## config.mk

```make
export PLATFORM = sky130hd
export DESIGN_NAME = eeprom_arbiter_and_param_map
export DESIGN_NICKNAME = d
export VERILOG_FILES = /design/src/shared/eeprom_param_pkg.sv /design/src/rtl/ecc_word_codec.sv /design/src/rtl/eeprom_arbiter_and_param_map.sv
export SDC_FILE = /design/constraint.sdc
export NUM_CORES = 1
export LEC_CHECK = 0
export ABC_AREA = 1
export BUFFER_PORTS_ARGS = -buffer_cell sky130_fd_sc_hd__buf_2
export CAP_MARGIN = 20
export CORE_AREA = 4 4 201 203
export CTS_CLUSTER_SIZE = 28
export DETAILED_ROUTE_END_ITERATION = 10
export DIE_AREA = 0 0 205 207
export GPL_TIMING_DRIVEN = 0
export MAX_ROUTING_LAYER = met4
export PLACE_DENSITY = 0.71
export SLEW_MARGIN = 30
export SYNTH_ARGS = -nofsm -noshare
export SYNTH_HDL_FRONTEND = slang
export SYNTH_SLANG_ARGS = --single-unit
```

## constraint.sdc

```tcl
create_clock -name sys_clk -period 5.4 [get_ports sys_clk]
set_clock_uncertainty 0.2 [all_clocks]
set_input_delay 1.08 -clock sys_clk [delete_from_list [all_inputs] [get_ports sys_clk]]
set_output_delay 1.08 -clock sys_clk [all_outputs]
set_load 0.01 [all_outputs]
```

## src/shared/eeprom_param_pkg.sv

```systemverilog
package eeprom_param_pkg;

	// ----------------------------------------------------------------
	// word geometry
	// ----------------------------------------------------------------
	localparam int WORD_DATA_W = 24;
	localparam int WORD_CHECK_W = 6;
	localparam int WORD_W = 30;
	localparam int EE_ADDR_W = 6;
	localparam int APB_ADDR_W = 8;
	localparam int NUM_WORDS = 24;

	// stored bit index of each data bit D0..D23 and check bit C0..C5
	localparam int DATA_POS [WORD_DATA_W] = '{3, 5, 6, 7, 9, 10, 11, 12, 13, 14, 15, 17, 18, 19, 20, 21,
		22, 23, 24, 25, 26, 27, 28, 29};
	localparam int CHECK_POS [WORD_CHECK_W] = '{0, 1, 2, 4, 8, 16};
	// check-bit columns of each data bit; distinct, weight of two or more
	localparam logic [5:0] DATA_COL [WORD_DATA_W] = '{6'h03, 6'h05, 6'h06, 6'h07, 6'h09, 6'h0A, 6'h0B,
		6'h0C, 6'h0D, 6'h0E, 6'h0F, 6'h11, 6'h12, 6'h13, 6'h14, 6'h15, 6'h16, 6'h17, 6'h18, 6'h19,
		6'h1A, 6'h1B, 6'h1C, 6'h1D};

	// ----------------------------------------------------------------
	// word addresses (register index, byte address is four times it)
	// ----------------------------------------------------------------
	localparam logic [5:0] FIRST_WORD = 6'h08;
	localparam logic [5:0] LAST_WORD = 6'h1F;
	localparam logic [5:0] WORD_SECOND_ORDER = 6'h08;
	localparam logic [5:0] WORD_FIRST_ORDER = 6'h09;
	localparam logic [5:0] WORD_GAIN_MULT = 6'h0A;
	localparam logic [5:0] WORD_LIN_FIRST = 6'h0B;
	localparam logic [5:0] WORD_LIN_LAST = 6'h1B;
	localparam logic [5:0] WORD_CLAMP_MODE = 6'h1C;
	localparam logic [5:0] WORD_QUIESCENT = 6'h1D;
	localparam logic [5:0] WORD_PROTOCOL = 6'h1E;
	localparam logic [5:0] WORD_SCRATCH = 6'h1F;
	localparam logic [5:0] STATUS_IDX = 6'h20;
	localparam logic [5:0] LIN_POS_MAX = 6'h20;

	// ----------------------------------------------------------------
	// field positions
	// ----------------------------------------------------------------
	localparam int SO_HOT_LSB = 15, SO_HOT_W = 9;
	localparam int SO_COLD_LSB = 6, SO_COLD_W = 9;
	localparam int COARSE_LSB = 2, COARSE_W = 4;
	localparam int FO_HOT_LSB = 16, FO_HOT_W = 8;
	localparam int FO_COLD_LSB = 8, FO_COLD_W = 8;
	localparam int FO_OFS_LSB = 0, FO_OFS_W = 8;
	localparam int GAIN_MULT_LSB = 0, GAIN_MULT_W = 12;
	localparam int LIN_ODD_LSB = 12, LIN_EVEN_LSB = 0, LIN_COEFF_W = 12;
	localparam int LIN_LOADED_BIT = 23, OUT_INV_BIT = 22, LIN_IN_INV_BIT = 21;
	localparam int CLAMP_HI_LSB = 18, CLAMP_HI_W = 6;
	localparam int CLAMP_LO_LSB = 12, CLAMP_LO_W = 6;
	localparam int OV_SEL_BIT = 10, LV_OFF_BIT = 9, MODE_BIT = 3;
	localparam int COFS_LSB = 4, COFS_W = 5;
	localparam int FBW_LSB = 0, FBW_W = 3;
	localparam int QTRIM_LSB = 0, QTRIM_W = 12;
	localparam int LOCK_BIT = 23;
	localparam int PROTO_CFG_W = 18, PWM_CFG_W = 4;
	localparam int TICK_LSB = 11, TICK_W = 7;
	localparam int FIXINT_LSB = 9, FIXINT_W = 2, FIXASG_BIT = 8;
	localparam int PAUSE_LSB = 5, PAUSE_W = 3;
	localparam int NIBFMT_LSB = 3, NIBFMT_W = 2, ERRST_BIT = 2;
	localparam int SERFMT_LSB = 0, SERFMT_W = 2;
	localparam int PWMCAL_BIT = 3, CARRIER_LSB = 0, CARRIER_W = 3;

	// status word layout
	localparam int ST_LOAD_DONE_BIT = 0, ST_LOCK_BIT = 1, ST_LIN_LOADED_BIT = 2, ST_MODE_BIT = 3;
	localparam int ST_CORR_LSB = 8, ST_UNCORR_LSB = 16, CNT_W = 8;
	localparam logic [7:0] CNT_MAX = 8'hFF;

	// ----------------------------------------------------------------
	// types
	// ----------------------------------------------------------------
	typedef enum logic [0:0] {
		ARB_IDLE = 1'b0,
		ARB_BUSY = 1'b1
	} arb_state_t;

	typedef enum logic [1:0] {
		CL_STATIC = 2'b00,
		CL_TEMP = 2'b01,
		CL_LIN = 2'b10,
		CL_SERIAL = 2'b11
	} client_t;

endpackage

```

## src/rtl/ecc_word_codec.sv

```systemverilog
`timescale 1ns/1ps
module ecc_word_codec
	import eeprom_param_pkg::*;
(
	// encode side
	input wire logic [WORD_DATA_W-1:0] enc_data,
	output logic [WORD_W-1:0] enc_word,
	// decode side
	input wire logic [WORD_W-1:0] dec_word,
	output logic [WORD_DATA_W-1:0] dec_data,
	output logic dec_corrected,
	output logic dec_uncorrectable
);

	function automatic logic [WORD_CHECK_W-1:0] calc_check(input logic [WORD_DATA_W-1:0] d);
		logic [WORD_CHECK_W-1:0] c;
		c = '0;
		for (int i = 0; i < WORD_DATA_W; i++) begin
			if (d[i]) begin
				c = c ^ DATA_COL[i];
			end
		end
		return c;
	endfunction

	logic [WORD_CHECK_W-1:0] enc_check;
	logic [WORD_DATA_W-1:0] raw_data;
	logic [WORD_CHECK_W-1:0] raw_check;
	logic [WORD_CHECK_W-1:0] syndrome;
	logic data_hit;

	// ----------------------------------------------------------------
	// encode: 24 data bits plus 6 check bits in a 30-bit word
	// ----------------------------------------------------------------
	always_comb begin
		enc_check = calc_check(enc_data);
		enc_word = '0;
		for (int i = 0; i < WORD_DATA_W; i++) begin
			enc_word[DATA_POS[i]] = enc_data[i];
		end
		for (int k = 0; k < WORD_CHECK_W; k++) begin
			enc_word[CHECK_POS[k]] = enc_check[k];
		end
	end

	// ----------------------------------------------------------------
	// decode with single-bit correction
	// ----------------------------------------------------------------
	always_comb begin
		for (int i = 0; i < WORD_DATA_W; i++) begin
			raw_data[i] = dec_word[DATA_POS[i]];
		end
		for (int k = 0; k < WORD_CHECK_W; k++) begin
			raw_check[k] = dec_word[CHECK_POS[k]];
		end
		syndrome = raw_check ^ calc_check(raw_data);
		dec_data = raw_data;
		data_hit = 1'b0;
		for (int i = 0; i < WORD_DATA_W; i++) begin
			if (syndrome == DATA_COL[i]) begin
				dec_data[i] = ~raw_data[i];
				data_hit = 1'b1;
			end
		end
		// a one-hot syndrome is a flipped check bit: data already good
		dec_corrected = data_hit || ((syndrome != '0) && ($countones(syndrome) == 1));
		dec_uncorrectable = (syndrome != '0) && !dec_corrected;
	end

endmodule // ecc_word_codec

```

## src/rtl/eeprom_arbiter_and_param_map.sv

```systemverilog
// Summary of operation
// - fixed priority: static, temperature, linearization, serial
// - words are 30 bits: 24 data, 6 check
// - stored bit order of data and check bits
// - unprogrammed fields read as zero
// - mode bit selects sent or pwm meaning
// - sent mode configuration field decode
// - pwm mode calibration and carrier decode
// - lock bit permanently refuses programming access
// - linearization coefficients in odd/even halves
// - table loaded flag output
// - output and linearization input inversion flags
// - second-order gain coefficients hot and cold
// - first-order gain and offset drift coefficients
// - coarse gain range and gain multiplier
// - clamps, voltage flags, coarse offset, bandwidth
// - quiescent duty trim field
`timescale 1ns/1ps
module eeprom_arbiter_and_param_map
	import eeprom_param_pkg::*;
(
	// clock and reset
	input wire logic sys_clk,
	input wire logic rst,
	// apb slave (serial programming path)
	input wire logic psel,
	input wire logic penable,
	input wire logic pwrite,
	input wire logic [APB_ADDR_W-1:0] paddr,
	input wire logic [31:0] pwdata,
	output logic [31:0] prdata,
	output logic pready,
	output logic pslverr,
	// temperature compensation client
	input wire logic tc_req,
	input wire logic [EE_ADDR_W-1:0] tc_addr,
	output logic tc_ack,
	output logic [WORD_DATA_W-1:0] tc_rdata,
	// linearization client
	input wire logic lin_req,
	input wire logic [5:0] lin_pos,
	output logic lin_ack,
	output logic [LIN_COEFF_W-1:0] lin_coeff,
	// nonvolatile array port
	output logic ee_req,
	output logic ee_we,
	output logic [EE_ADDR_W-1:0] ee_addr,
	output logic [WORD_W-1:0] ee_wdata,
	input wire logic [WORD_W-1:0] ee_rdata,
	input wire logic ee_ack,
	// decoded parameters
	output logic params_valid,
	output logic [SO_HOT_W-1:0] second_order_gain_tc_hot,
	output logic [SO_COLD_W-1:0] second_order_gain_tc_cold,
	output logic [COARSE_W-1:0] coarse_gain_range,
	output logic [FO_HOT_W-1:0] first_order_gain_tc_hot,
	output logic [FO_COLD_W-1:0] first_order_gain_tc_cold,
	output logic [FO_OFS_W-1:0] first_order_offset_drift,
	output logic [GAIN_MULT_W-1:0] gain_multiplier,
	output logic lin_table_loaded,
	output logic output_invert,
	output logic lin_input_invert,
	output logic [CLAMP_HI_W-1:0] clamp_upper,
	output logic [CLAMP_LO_W-1:0] clamp_lower,
	output logic overvoltage_threshold_select,
	output logic low_voltage_detect_off,
	output logic [COFS_W-1:0] coarse_offset_trim,
	output logic output_mode_pwm,
	output logic [FBW_W-1:0] filter_bandwidth_select,
	output logic [QTRIM_W-1:0] quiescent_duty_trim,
	output logic permanent_lock_bit,
	// sent mode fields, zero in pwm mode
	output logic [TICK_W-1:0] tick_rate_coeff,
	output logic [FIXINT_W-1:0] fixed_state_interval,
	output logic fixed_state_assignment,
	output logic [PAUSE_W-1:0] pause_frame_rate_select,
	output logic [NIBFMT_W-1:0] data_nibble_format,
	output logic error_status_bit,
	output logic [SERFMT_W-1:0] serial_message_format,
	// pwm mode fields, zero in sent mode
	output logic pwm_calibrate_en,
	output logic [CARRIER_W-1:0] carrier_frequency_select
);

	// ----------------------------------------------------------------
	// state
	// ----------------------------------------------------------------
	typedef struct packed {
		arb_state_t st;
		client_t grant;
		logic [4:0] load_idx;
		logic load_done;
		logic [NUM_WORDS-1:0][WORD_DATA_W-1:0] shadow;
		logic ee_req;
		logic ee_we;
		logic [EE_ADDR_W-1:0] ee_addr;
		logic [WORD_W-1:0] ee_wdata;
		logic tc_ack;
		logic [WORD_DATA_W-1:0] tc_rdata;
		logic lin_ack;
		logic lin_odd;
		logic [LIN_COEFF_W-1:0] lin_coeff;
		logic apb_pend;
		logic apb_we;
		logic [EE_ADDR_W-1:0] apb_idx;
		logic [WORD_DATA_W-1:0] apb_wdata;
		logic pready;
		logic pslverr;
		logic [31:0] prdata;
		logic [CNT_W-1:0] corr_cnt;
		logic [CNT_W-1:0] uncorr_cnt;
		logic [PROTO_CFG_W-1:0] sent_cfg;
		logic [PWM_CFG_W-1:0] pwm_cfg;
	} ctl_t;

	localparam ctl_t CTL_RESET = '0;

	ctl_t ctl_ff;
	ctl_t nxt_ctl;

	function automatic logic [4:0] word_slot(input logic [EE_ADDR_W-1:0] idx);
		return 5'(idx - FIRST_WORD);
	endfunction

	// word holding linearization position pos, clamped to the last position
	function automatic logic [EE_ADDR_W-1:0] lin_word(input logic [5:0] pos);
		logic [5:0] p;
		p = (pos > LIN_POS_MAX) ? LIN_POS_MAX : pos;
		return 6'(WORD_LIN_FIRST + (p >> 1));
	endfunction

	// ----------------------------------------------------------------
	// codec
	// ----------------------------------------------------------------
	logic [WORD_W-1:0] enc_word;
	logic [WORD_DATA_W-1:0] dec_data;
	logic dec_corrected;
	logic dec_uncorrectable;

	ecc_word_codec ecc_word_codec_i (
		.enc_data(ctl_ff.apb_wdata),
		.enc_word(enc_word),
		.dec_word(ee_rdata),
		.dec_data(dec_data),
		.dec_corrected(dec_corrected),
		.dec_uncorrectable(dec_uncorrectable)
	);

	// ----------------------------------------------------------------
	// bus decode helpers
	// ----------------------------------------------------------------
	logic [EE_ADDR_W-1:0] bus_idx;
	logic bus_mapped;
	logic locked;
	logic [31:0] status_word;
	logic [WORD_DATA_W-1:0] cfg_word;
	logic mode_pwm;

	assign bus_idx = paddr[APB_ADDR_W-1:2];
	assign bus_mapped = (paddr[1:0] == 2'b00) && (bus_idx >= FIRST_WORD) && (bus_idx <= LAST_WORD);
	assign locked = ctl_ff.shadow[word_slot(WORD_PROTOCOL)][LOCK_BIT];

	always_comb begin
		status_word = '0;
		status_word[ST_LOAD_DONE_BIT] = ctl_ff.load_done;
		status_word[ST_LOCK_BIT] = locked;
		status_word[ST_LIN_LOADED_BIT] = ctl_ff.shadow[word_slot(WORD_LIN_LAST)][LIN_LOADED_BIT];
		status_word[ST_MODE_BIT] = ctl_ff.shadow[word_slot(WORD_CLAMP_MODE)][MODE_BIT];
		status_word[ST_CORR_LSB +: CNT_W] = ctl_ff.corr_cnt;
		status_word[ST_UNCORR_LSB +: CNT_W] = ctl_ff.uncorr_cnt;
	end

	// ----------------------------------------------------------------
	// next state
	// ----------------------------------------------------------------
	always_comb begin
		nxt_ctl = ctl_ff;
		nxt_ctl.tc_ack = 1'b0;
		nxt_ctl.lin_ack = 1'b0;
		nxt_ctl.pready = 1'b0;
		nxt_ctl.pslverr = 1'b0;

		// take an apb access phase once the parameters are loaded
		if (psel && penable && !ctl_ff.pready && !ctl_ff.apb_pend && ctl_ff.load_done) begin
			if (locked) begin
				nxt_ctl.pready = 1'b1;
				nxt_ctl.pslverr = 1'b1;
				nxt_ctl.prdata = '0;
			end else if (paddr[1:0] == 2'b00 && bus_idx == STATUS_IDX) begin
				nxt_ctl.pready = 1'b1;
				nxt_ctl.pslverr = pwrite;
				nxt_ctl.prdata = pwrite ? 32'h0000_0000 : status_word;
			end else if (!bus_mapped) begin
				nxt_ctl.pready = 1'b1;
				nxt_ctl.pslverr = 1'b1;
				nxt_ctl.prdata = '0;
			end else begin
				nxt_ctl.apb_pend = 1'b1;
				nxt_ctl.apb_we = pwrite;
				nxt_ctl.apb_idx = bus_idx;
				nxt_ctl.apb_wdata = pwdata[WORD_DATA_W-1:0];
			end
		end

		case (ctl_ff.st)
			ARB_IDLE: begin
				if (!ctl_ff.load_done) begin
					nxt_ctl.grant = CL_STATIC;
					nxt_ctl.ee_addr = 6'(FIRST_WORD + 6'(ctl_ff.load_idx));
					nxt_ctl.ee_we = 1'b0;
					nxt_ctl.ee_req = 1'b1;
					nxt_ctl.st = ARB_BUSY;
				end else if (tc_req && !ctl_ff.tc_ack) begin
					nxt_ctl.grant = CL_TEMP;
					nxt_ctl.ee_addr = tc_addr;
					nxt_ctl.ee_we = 1'b0;
					nxt_ctl.ee_req = 1'b1;
					nxt_ctl.st = ARB_BUSY;
				end else if (lin_req && !ctl_ff.lin_ack) begin
					nxt_ctl.grant = CL_LIN;
					nxt_ctl.ee_addr = lin_word(lin_pos);
					nxt_ctl.lin_odd = (lin_pos <= LIN_POS_MAX) && lin_pos[0];
					nxt_ctl.ee_we = 1'b0;
					nxt_ctl.ee_req = 1'b1;
					nxt_ctl.st = ARB_BUSY;
				end else if (ctl_ff.apb_pend) begin
					nxt_ctl.grant = CL_SERIAL;
					nxt_ctl.ee_addr = ctl_ff.apb_idx;
					nxt_ctl.ee_we = ctl_ff.apb_we;
					nxt_ctl.ee_wdata = enc_word;
					nxt_ctl.ee_req = 1'b1;
					nxt_ctl.st = ARB_BUSY;
				end
			end
			ARB_BUSY: begin
				// grant and request stay fixed until the array answers
				if (ee_ack) begin
					nxt_ctl.ee_req = 1'b0;
					nxt_ctl.ee_we = 1'b0;
					nxt_ctl.st = ARB_IDLE;
					if (!ctl_ff.ee_we && dec_corrected && ctl_ff.corr_cnt != CNT_MAX) begin
						nxt_ctl.corr_cnt = ctl_ff.corr_cnt + 8'h01;
					end
					if (!ctl_ff.ee_we && dec_uncorrectable && ctl_ff.uncorr_cnt != CNT_MAX) begin
						nxt_ctl.uncorr_cnt = ctl_ff.uncorr_cnt + 8'h01;
					end
					case (ctl_ff.grant)
						CL_STATIC: begin
							nxt_ctl.shadow[ctl_ff.load_idx] = dec_data;
							if (ctl_ff.load_idx == 5'(NUM_WORDS - 1)) begin
								nxt_ctl.load_done = 1'b1;
							end else begin
								nxt_ctl.load_idx = ctl_ff.load_idx + 5'h01;
							end
						end
						CL_TEMP: begin
							nxt_ctl.tc_rdata = dec_data;
							nxt_ctl.tc_ack = 1'b1;
						end
						CL_LIN: begin
							nxt_ctl.lin_coeff = ctl_ff.lin_odd ? dec_data[LIN_ODD_LSB +: LIN_COEFF_W] :
								dec_data[LIN_EVEN_LSB +: LIN_COEFF_W];
							nxt_ctl.lin_ack = 1'b1;
						end
						CL_SERIAL: begin
							nxt_ctl.apb_pend = 1'b0;
							nxt_ctl.pready = 1'b1;
							if (ctl_ff.apb_we) begin
								nxt_ctl.shadow[word_slot(ctl_ff.apb_idx)] = ctl_ff.apb_wdata;
								nxt_ctl.prdata = '0;
							end else begin
								nxt_ctl.prdata = {8'h00, dec_data};
							end
						end
						default: begin
							nxt_ctl.st = ARB_IDLE;
						end
					endcase
				end
			end
			default: begin
				nxt_ctl.st = ARB_IDLE;
			end
		endcase

		// protocol-dependent view of the configuration word
		cfg_word = nxt_ctl.shadow[word_slot(WORD_PROTOCOL)];
		mode_pwm = nxt_ctl.shadow[word_slot(WORD_CLAMP_MODE)][MODE_BIT];
		nxt_ctl.sent_cfg = mode_pwm ? '0 : cfg_word[PROTO_CFG_W-1:0];
		nxt_ctl.pwm_cfg = mode_pwm ? cfg_word[PWM_CFG_W-1:0] : '0;
	end

	// shadow and all fields start at zero until loaded
	always_ff @(posedge sys_clk) begin
		if (rst) begin
			ctl_ff <= CTL_RESET;
		end else begin
			ctl_ff <= nxt_ctl;
		end
	end

	// ----------------------------------------------------------------
	// outputs
	// ----------------------------------------------------------------
	assign prdata = ctl_ff.prdata;
	assign pready = ctl_ff.pready;
	assign pslverr = ctl_ff.pslverr;
	assign tc_ack = ctl_ff.tc_ack;
	assign tc_rdata = ctl_ff.tc_rdata;
	assign lin_ack = ctl_ff.lin_ack;
	assign lin_coeff = ctl_ff.lin_coeff;
	assign ee_req = ctl_ff.ee_req;
	assign ee_we = ctl_ff.ee_we;
	assign ee_addr = ctl_ff.ee_addr;
	assign ee_wdata = ctl_ff.ee_wdata;
	assign params_valid = ctl_ff.load_done;

	assign second_order_gain_tc_hot = ctl_ff.shadow[word_slot(WORD_SECOND_ORDER)][SO_HOT_LSB +: SO_HOT_W];
	assign second_order_gain_tc_cold = ctl_ff.shadow[word_slot(WORD_SECOND_ORDER)][SO_COLD_LSB +: SO_COLD_W];
	assign coarse_gain_range = ctl_ff.shadow[word_slot(WORD_SECOND_ORDER)][COARSE_LSB +: COARSE_W];
	assign first_order_gain_tc_hot = ctl_ff.shadow[word_slot(WORD_FIRST_ORDER)][FO_HOT_LSB +: FO_HOT_W];
	assign first_order_gain_tc_cold = ctl_ff.shadow[word_slot(WORD_FIRST_ORDER)][FO_COLD_LSB +: FO_COLD_W];
	assign first_order_offset_drift = ctl_ff.shadow[word_slot(WORD_FIRST_ORDER)][FO_OFS_LSB +: FO_OFS_W];
	assign gain_multiplier = ctl_ff.shadow[word_slot(WORD_GAIN_MULT)][GAIN_MULT_LSB +: GAIN_MULT_W];
	assign lin_table_loaded = ctl_ff.shadow[word_slot(WORD_LIN_LAST)][LIN_LOADED_BIT];
	assign output_invert = ctl_ff.shadow[word_slot(WORD_LIN_LAST)][OUT_INV_BIT];
	assign lin_input_invert = ctl_ff.shadow[word_slot(WORD_LIN_LAST)][LIN_IN_INV_BIT];
	assign clamp_upper = ctl_ff.shadow[word_slot(WORD_CLAMP_MODE)][CLAMP_HI_LSB +: CLAMP_HI_W];
	assign clamp_lower = ctl_ff.shadow[word_slot(WORD_CLAMP_MODE)][CLAMP_LO_LSB +: CLAMP_LO_W];
	assign overvoltage_threshold_select = ctl_ff.shadow[word_slot(WORD_CLAMP_MODE)][OV_SEL_BIT];
	assign low_voltage_detect_off = ctl_ff.shadow[word_slot(WORD_CLAMP_MODE)][LV_OFF_BIT];
	assign coarse_offset_trim = ctl_ff.shadow[word_slot(WORD_CLAMP_MODE)][COFS_LSB +: COFS_W];
	assign output_mode_pwm = ctl_ff.shadow[word_slot(WORD_CLAMP_MODE)][MODE_BIT];
	assign filter_bandwidth_select = ctl_ff.shadow[word_slot(WORD_CLAMP_MODE)][FBW_LSB +: FBW_W];
	assign quiescent_duty_trim = ctl_ff.shadow[word_slot(WORD_QUIESCENT)][QTRIM_LSB +: QTRIM_W];
	assign permanent_lock_bit = ctl_ff.shadow[word_slot(WORD_PROTOCOL)][LOCK_BIT];

	assign tick_rate_coeff = ctl_ff.sent_cfg[TICK_LSB +: TICK_W];
	assign fixed_state_interval = ctl_ff.sent_cfg[FIXINT_LSB +: FIXINT_W];
	assign fixed_state_assignment = ctl_ff.sent_cfg[FIXASG_BIT];
	assign pause_frame_rate_select = ctl_ff.sent_cfg[PAUSE_LSB +: PAUSE_W];
	assign data_nibble_format = ctl_ff.sent_cfg[NIBFMT_LSB +: NIBFMT_W];
	assign error_status_bit = ctl_ff.sent_cfg[ERRST_BIT];
	assign serial_message_format = ctl_ff.sent_cfg[SERFMT_LSB +: SERFMT_W];
	assign pwm_calibrate_en = ctl_ff.pwm_cfg[PWMCAL_BIT];
	assign carrier_frequency_select = ctl_ff.pwm_cfg[CARRIER_LSB +: CARRIER_W];

endmodule // eeprom_arbiter_and_param_map

```

==> qor.yml, run 1 <==
power.leakage_nw: 10.7
cts_hold_buf: 0
cp_max_fo: 9
multi_input_area_um2: 9410
fin_setup_tns_ns: 0
status: "finished clean"
synth_cell_type_count: 47
gr-total-overflow: 0
ys_seq_elements: 304
timing.rr.end: "first_order_gain_tc_hot[0]"
cts-resized-gates: 0
yosys_warnings: 0
grt_usage_pct: 34.6
cp.required_ns: 5.61
mappedNetlistArea_um2: 19000
vias: 20600
clock-sinks: 304
path_common_cell: "xor2_1"
wl_per_cell_um: 20.1
hold-path-endpoint: "prdata[27]"
crit_chain: "buf_2 > xnor2_1 > xnor2_1 > xor2_1 > xor2_1 > inv_1 > ha_1 > buf_2 > nand3_1 > xor2_1 > inv_1 > o21ai_0 > o21ai_0 > nand2_1 > a21oi_1"
final_cells: 3717
drt_first_iter_violations: 2213
grt_pass1_vias: 19200
synth_fp_nets: 2941
critical_path_arrival_ns: 4.87
min_path_type: "flop to flop"
crit_cells: 15
clock_latency_ns: 0.57
cap_violations: 0
setup-violations-final: 0
htree_levels: 2
layout_min_cycle_time_ns: 4.66
antenna_found_initial: 6
ff2ff_setup_slack_ns: 2.58
die_x_um: 205
yosys.area.top_type: "dfxtp_1"
place_congestion: 1.01
netlist_instances: 2823
final_layout_size_suffix_gt1_share_pct: 21.6
initial_utilization_pct: 49.4
slowest_delay_ns: 0.87
finalHoldViolCount: 0
synthArstFlopShare_pct: 0
rows: 72
wl_um: 74700
critPathCaptureType: "flop"
area_growth_pct: 17.7
critical_path_buf_inv_count: 4
cellPowerDensity_nw_per_um2: 280
synth_edf_count: 0
rsz0062_at_grt: "no"
cts_root_buf: "clkbuf_16"
grt_max_degree: 13
max-slew-margin-rel_pct: 24.7
ys_seq_area_share_pct: 32.0
slew_violations: 0
dp.cells: 3648
hpwl_um: 54900
critical_path.top_delay_family: "XOR/XNOR gates"
fin_hold_ws_ns: 0.241
ir_worst_vdd_mv: 0.286
finalCritPeriodShare_pct: 86.3
ant_nets: 0
tightest_slew_ns: 1.13
grt_pass1_wl_um: 112000
hold_depth: 2
core_um2: 38500
cp_slowest_cell: "xor2_1"
ff_latch_area_um2: 6090
worst_r2r_path_depth: 9
synth.avg_cell_area_um2: 6.74
r2r-start: "ctl_ff[763]"
critPathLaunchType: "input pin"
cts_tree: "built"
fp.dieArea_um2: 42400
path_class: "input pin to flop"
synthTopCellsByArea: "dfxtp_1, nand2_1, buf_4"
post-cts-setup-buffers: 0
hold_start: "prdata[27]"
die_h_um: 207
cts_inserted_buffers: 36
drc: 0
synth_ff_type: "dfxtp_1"
synth_top_area_share_pct: 32.0
clkTransAtPathRegs_ns: 0.06
cts_buffer_depth: 3
nNetsFinal: 3286
fmax_mhz: 215
viasPerCell: 5.54
io_pins: 320
portBuffers: 307
fillCellCount: 3787
dr.pass1.iters: 9
==> where the power goes <==
group          switching [mW]  total, mW  internal, mW
Sequential             0.0391       2.33          2.29
Clock                    1.02       2.46          1.44
Combinational            1.05       1.49         0.440
Total                    2.10       6.27          4.17
==> layer usage <==
metal | up-vias | track usage (%) | share of wire [%]
met5 | - | - | 0
met3 | 263 | 7.93 | 11
met1 | 9506 | 44.0 | 40
li1 | 9694 | - | -
met4 | 0 | 18.1 | 5.7
met2 | 1129 | 51.4 | 44
==> synth_stat cells, types with 6 or more instances <==
cell      count
nand3b_1      6
ha_1         26
o22ai_1      26
nand4_1      22
xor2_1       55
a31oi_1       7
inv_1       295
inv_2        13
or2_2        12
nor3_1        7
xnor2_1      51
buf_1         8
a21oi_1     293
o211ai_1     93
nor2_4        6
buf_4       223
nand3_1      94
nor2_1      131
o21ai_0     308
clkbuf_1    101
o221ai_1      7
o21ai_1      29
dfxtp_1     304
buf_2        48
nand2_1     605
==> stage by stage <==
stage	utilization, %	total power [mW]	instance area (um^2)	worst slack (ns)
after CTS	58.1	6.26	22400	0.917
after global placement	55.1	3.81	21200	0.339
final	58.2	6.27	22400	0.740
after global routing	58.2	6.49	22400	0.645
after floorplan	-	3.33	19000	1.29
after detailed placement	55.1	3.83	21200	0.334
==> cell type report <==
class	count	area share, %
clock inverters	9	0.459
repair buffers	307	6.87
inverters	312	5.23
well taps	518	2.90
multi-input cells	1824	42.1
flip-flops and latches	304	27.2
plain buffers	383	10.5
clock buffers	54	4.69
diodes	6	0.0671
==> how the worst max path moves through the flow <==
stage,startpoint,endpoint,slack (ns)
3_5_place_dp,ee_rdata[23],pause_frame_rate_select[0],0.33
6_report,ee_rdata[23],coarse_gain_range[2],0.74
2_1_floorplan,ee_rdata[29],ctl_ff[32],1.29
5_1_grt,ee_rdata[23],coarse_gain_range[2],0.64
3_3_place_gp,ee_rdata[23],pause_frame_rate_select[0],0.34
4_1_cts,ee_rdata[23],pause_frame_rate_select[0],0.92
==> state kept, by name, indices dropped and copies added, names as in the netlist, 7 cells and up <==
signal and count:
ctl_ff 75, prdata 32, ee_wdata 29, tc_rdata 24, gain_multiplier 12, lin_coeff 12, quiescent_duty_trim 12, second_order_gain_tc_cold 9
second_order_gain_tc_hot 9, first_order_gain_tc_cold 8, first_order_gain_tc_hot 8, first_order_offset_drift 8, tick_rate_coeff 7
==> layout by cell type (no fill, tap or decap), drive strengths merged, types with 26 or more instances in the layout <==
cell type / Yosys / layout
clkbuf: 101 / 155
ha: 26 / 26
o21ai: 339 / 339
o211ai: 93 / 93
dfxtp: 304 / 304
a21oi: 293 / 293
xnor2: 51 / 51
o22ai: 26 / 26
nand2: 614 / 614
inv: 308 / 310
xor2: 55 / 55
nor2: 141 / 141
buf: 282 / 589
nand3: 98 / 98
==> worst register-to-register path: stages, from the launching register on <==
cell and delay [ns]:
dfxtp_1 0.36, inv_1 0.10, ha_1 0.35, inv_2 0.17, buf_2 0.27, clkbuf_1 0.48
buf_2 0.42, o22ai_1 0.15, nand2_1 0.08, a21oi_1 0.08
==> cell families after synthesis <==
logic type / count (synthesis) / synth area share, %
xor gates and xnor gates: 106 / 4.88
AOI/OAI and AO/OA: 777 / 22.4
DFF: 304 / 32.0
adders and majority gates: 28 / 1.92
and+or+nand+nor: 912 / 20.2
other: 1 / 0.0197
buffers and inverters: 695 / 18.6
Power figures use the tool's default switching activity.
==> run 2: changes to the inputs <==
Settings changed: CORE_AREA 4 4 201 203 to 4 4 187 189, DIE_AREA 0 0 205 207 to 0 0 191 193, GPL_TIMING_DRIVEN 0 to 1, PLACE_DENSITY 0.71 to 0.81.
==> run 2 against run 1 <==
Compared with the run above: non-clock buffer count shrank 362; clock-buffer cell count down 8; highest routed layer unchanged; setup slack improved by 0.32 ns; largest power group unchanged; hold slack got worse by 0.0048 ns; cell area shrank 10%; routed wire length is 16% lower.
==> qor.yml, run 2 (synthesis results as in run 1) <==
status: "finished clean"
layout_min_cycle_time_ns: 4.34
finalCritPeriodShare_pct: 80.4
drt_first_iter_violations: 2419
seq_power_share_pct: 37.8
rows: 67
power_frac_clock_pct: 40.1
antennaDiodeCount: 0
dp.cells: 3216
design_area_um2: 20100
hpwl_um: 43400
largest_reg_flops: 75
ff2ff_setup_slack_ns: 2.44
setup-violations-final: 0
cts_tree: "built"
fin_hold_ws_ns: 0.236
slew_violations: 0
wl_per_cell_um: 19.1
rsz0062_at_grt: "no"
clkTransAtPathRegs_ns: 0.06
cp.required_ns: 5.56
htree_levels: 2
cts_hold_buf: 0
power_switching_share_pct: 32.5
nNetsFinal: 2923
place_congestion: 0.928
setup_ws_ns: 1.06
initial_utilization_pct: 57.1
grt_use_met3_pct: 6.19
path_common_cell: "nand2_1"
path_class: "input pin to flop"
viasPerCell: 5.75
hold-path-endpoint: "prdata[31]"
fillCellCount: 3137
die_h_um: 193
clock-sinks: 304
hold_depth: 2
cts_root_buf: "clkbuf_16"
crit_chain: "buf_2 > inv_1 > nand2_1 > nand2_1 > xor2_1 > inv_1 > nand3_1 > nand2_1 > nand2_1 > nand2_1 > ha_1 > fa_1 > ha_1 > nor2_1 > nand3_1 > nand3b_1 > nor2_4 > nand3_2 > nand2_1 > a21oi_1"
hold_start: "prdata[31]"
fin_setup_tns_ns: 0
grtUsageMet2_pct: 52.5
grt_max_degree: 102
critPathCaptureType: "flop"
top_register: "ctl_ff"
area_growth_pct: 5.91
power.switching_mw: 2.01
io_pins: 320
cts-resized-gates: 0
grt_pass1_vias: 17200
p_int_mw: 4.16
cp_slowest_cell: "fa_1"
post-cts-setup-buffers: 0
fp.dieArea_um2: 36900
place_area_um2: 18900
critical_path_buf_inv_count: 3
slowest_delay_ns: 0.51
dp_slack_ns: 0.598
final_cells: 3277
grt_usage_pct: 33.2
cap_violations: 0
final_cell_mix: "nand2_1, buf_2, o21ai_0"
grt.busiest_layer: "met2"
critical_path_arrival_ns: 4.50
finalHoldViolCount: 0
tightest_slew_ns: 0.944
r2r-start: "ctl_ff[99]"
portBuffers: 310
crit_cells: 20
die_x_um: 191
ant_nets: 0
cts_buffer_depth: 3
timing.rr.end: "first_order_gain_tc_hot[0]"
dr.pass1.iters: 6
antenna_found_initial: 0
cts_inserted_buffers: 35
critPathLaunchType: "input pin"
grt_pass1_wl_um: 94900
gr-total-overflow: 0
drc: 0
gr-usage-met1_pct: 41.8
ir_worst_vdd_mv: 0.298
final_layout_size_suffix_gt1_share_pct: 15.6
min_path_type: "flop to flop"
vias: 18900
critical_path.top_delay_family: "simple AND/OR/NAND/NOR gates"
cellPowerDensity_nw_per_um2: 307
fmax_mhz: 230
power.leakage_nw: 9.30
power_frac_comb_pct: 22.1
final_util_pct: 60.5
layout_commonest_cell: "nand2_1"
total_power_mw: 6.17
worst_r2r_path_depth: 8
core_um2: 33300
wl_um: 62500
max-slew-margin-rel_pct: 37.0
cp_max_fo: 10
clock_latency_ns: 0.53
==> run 2: cell types whose count changed in the layout (fill, tap and decap cells not counted), moves of 6 or more <==
| cell | change |
|---|---|
| buf_1 | -8 |
| buf_2 | -46 |
| buf_4 | -209 |
| clkbuf_1 | -107 |
| diode_2 | -6 |
==> run 2: worst register-to-register path, delay by kind of cell (launching register included) <==
kind | cells | cell delay, ns
buffers and inverters | 2 | 0.55
AO/OA/AOI/OAI | 2 | 0.32
AND/OR/NAND/NOR | 4 | 1.40
flip-flops | 1 | 0.40
==> run 2: final cells by class <==
type	instances	area [um^2]	area share (%)
Multi-Input combinational cell	1824	9410	46.7
Sequential cell	304	6090	30.2
Timing Repair Buffer	328	1720	8.56
Inverter	312	1170	5.83
Clock buffer	46	977	4.85
Tap cell	448	561	2.78
Clock inverter	15	206	1.03
==> run 2: power by group through the flow <==
stage	registers (mW)	clock network, mW	logic (mW)
2_1_floorplan	2.37	0	0.960
3_3_place_gp	2.38	0	1.32
3_5_place_dp	2.38	0	1.33
4_1_cts	2.33	2.49	1.34
5_1_grt	2.34	2.59	1.49
6_report	2.33	2.48	1.36
==> run 2: routing by layer <==
| layer | vias up | wire [um] |
|---|---|---|
| met3 | 180 | 6630 |
| li1 | 8944 | - |
| met2 | 1025 | 28700 |
| met4 | 0 | 2990 |
| met5 | - | 0 |
| met1 | 8706 | 24300 |
==> run 2: worst max path at each step <==
stage	start	endpoint	slack [ns]
finish	ee_rdata[19]	ctl_ff[26]	1.06
global route	ee_rdata[19]	ctl_ff[26]	0.79
CTS	ee_rdata[23]	ctl_ff[26]	1.12
detailed placement	ee_rdata[23]	ctl_ff[29]	0.60
global placement	ee_rdata[23]	ctl_ff[29]	0.62
floorplan	ee_rdata[29]	ctl_ff[32]	1.29
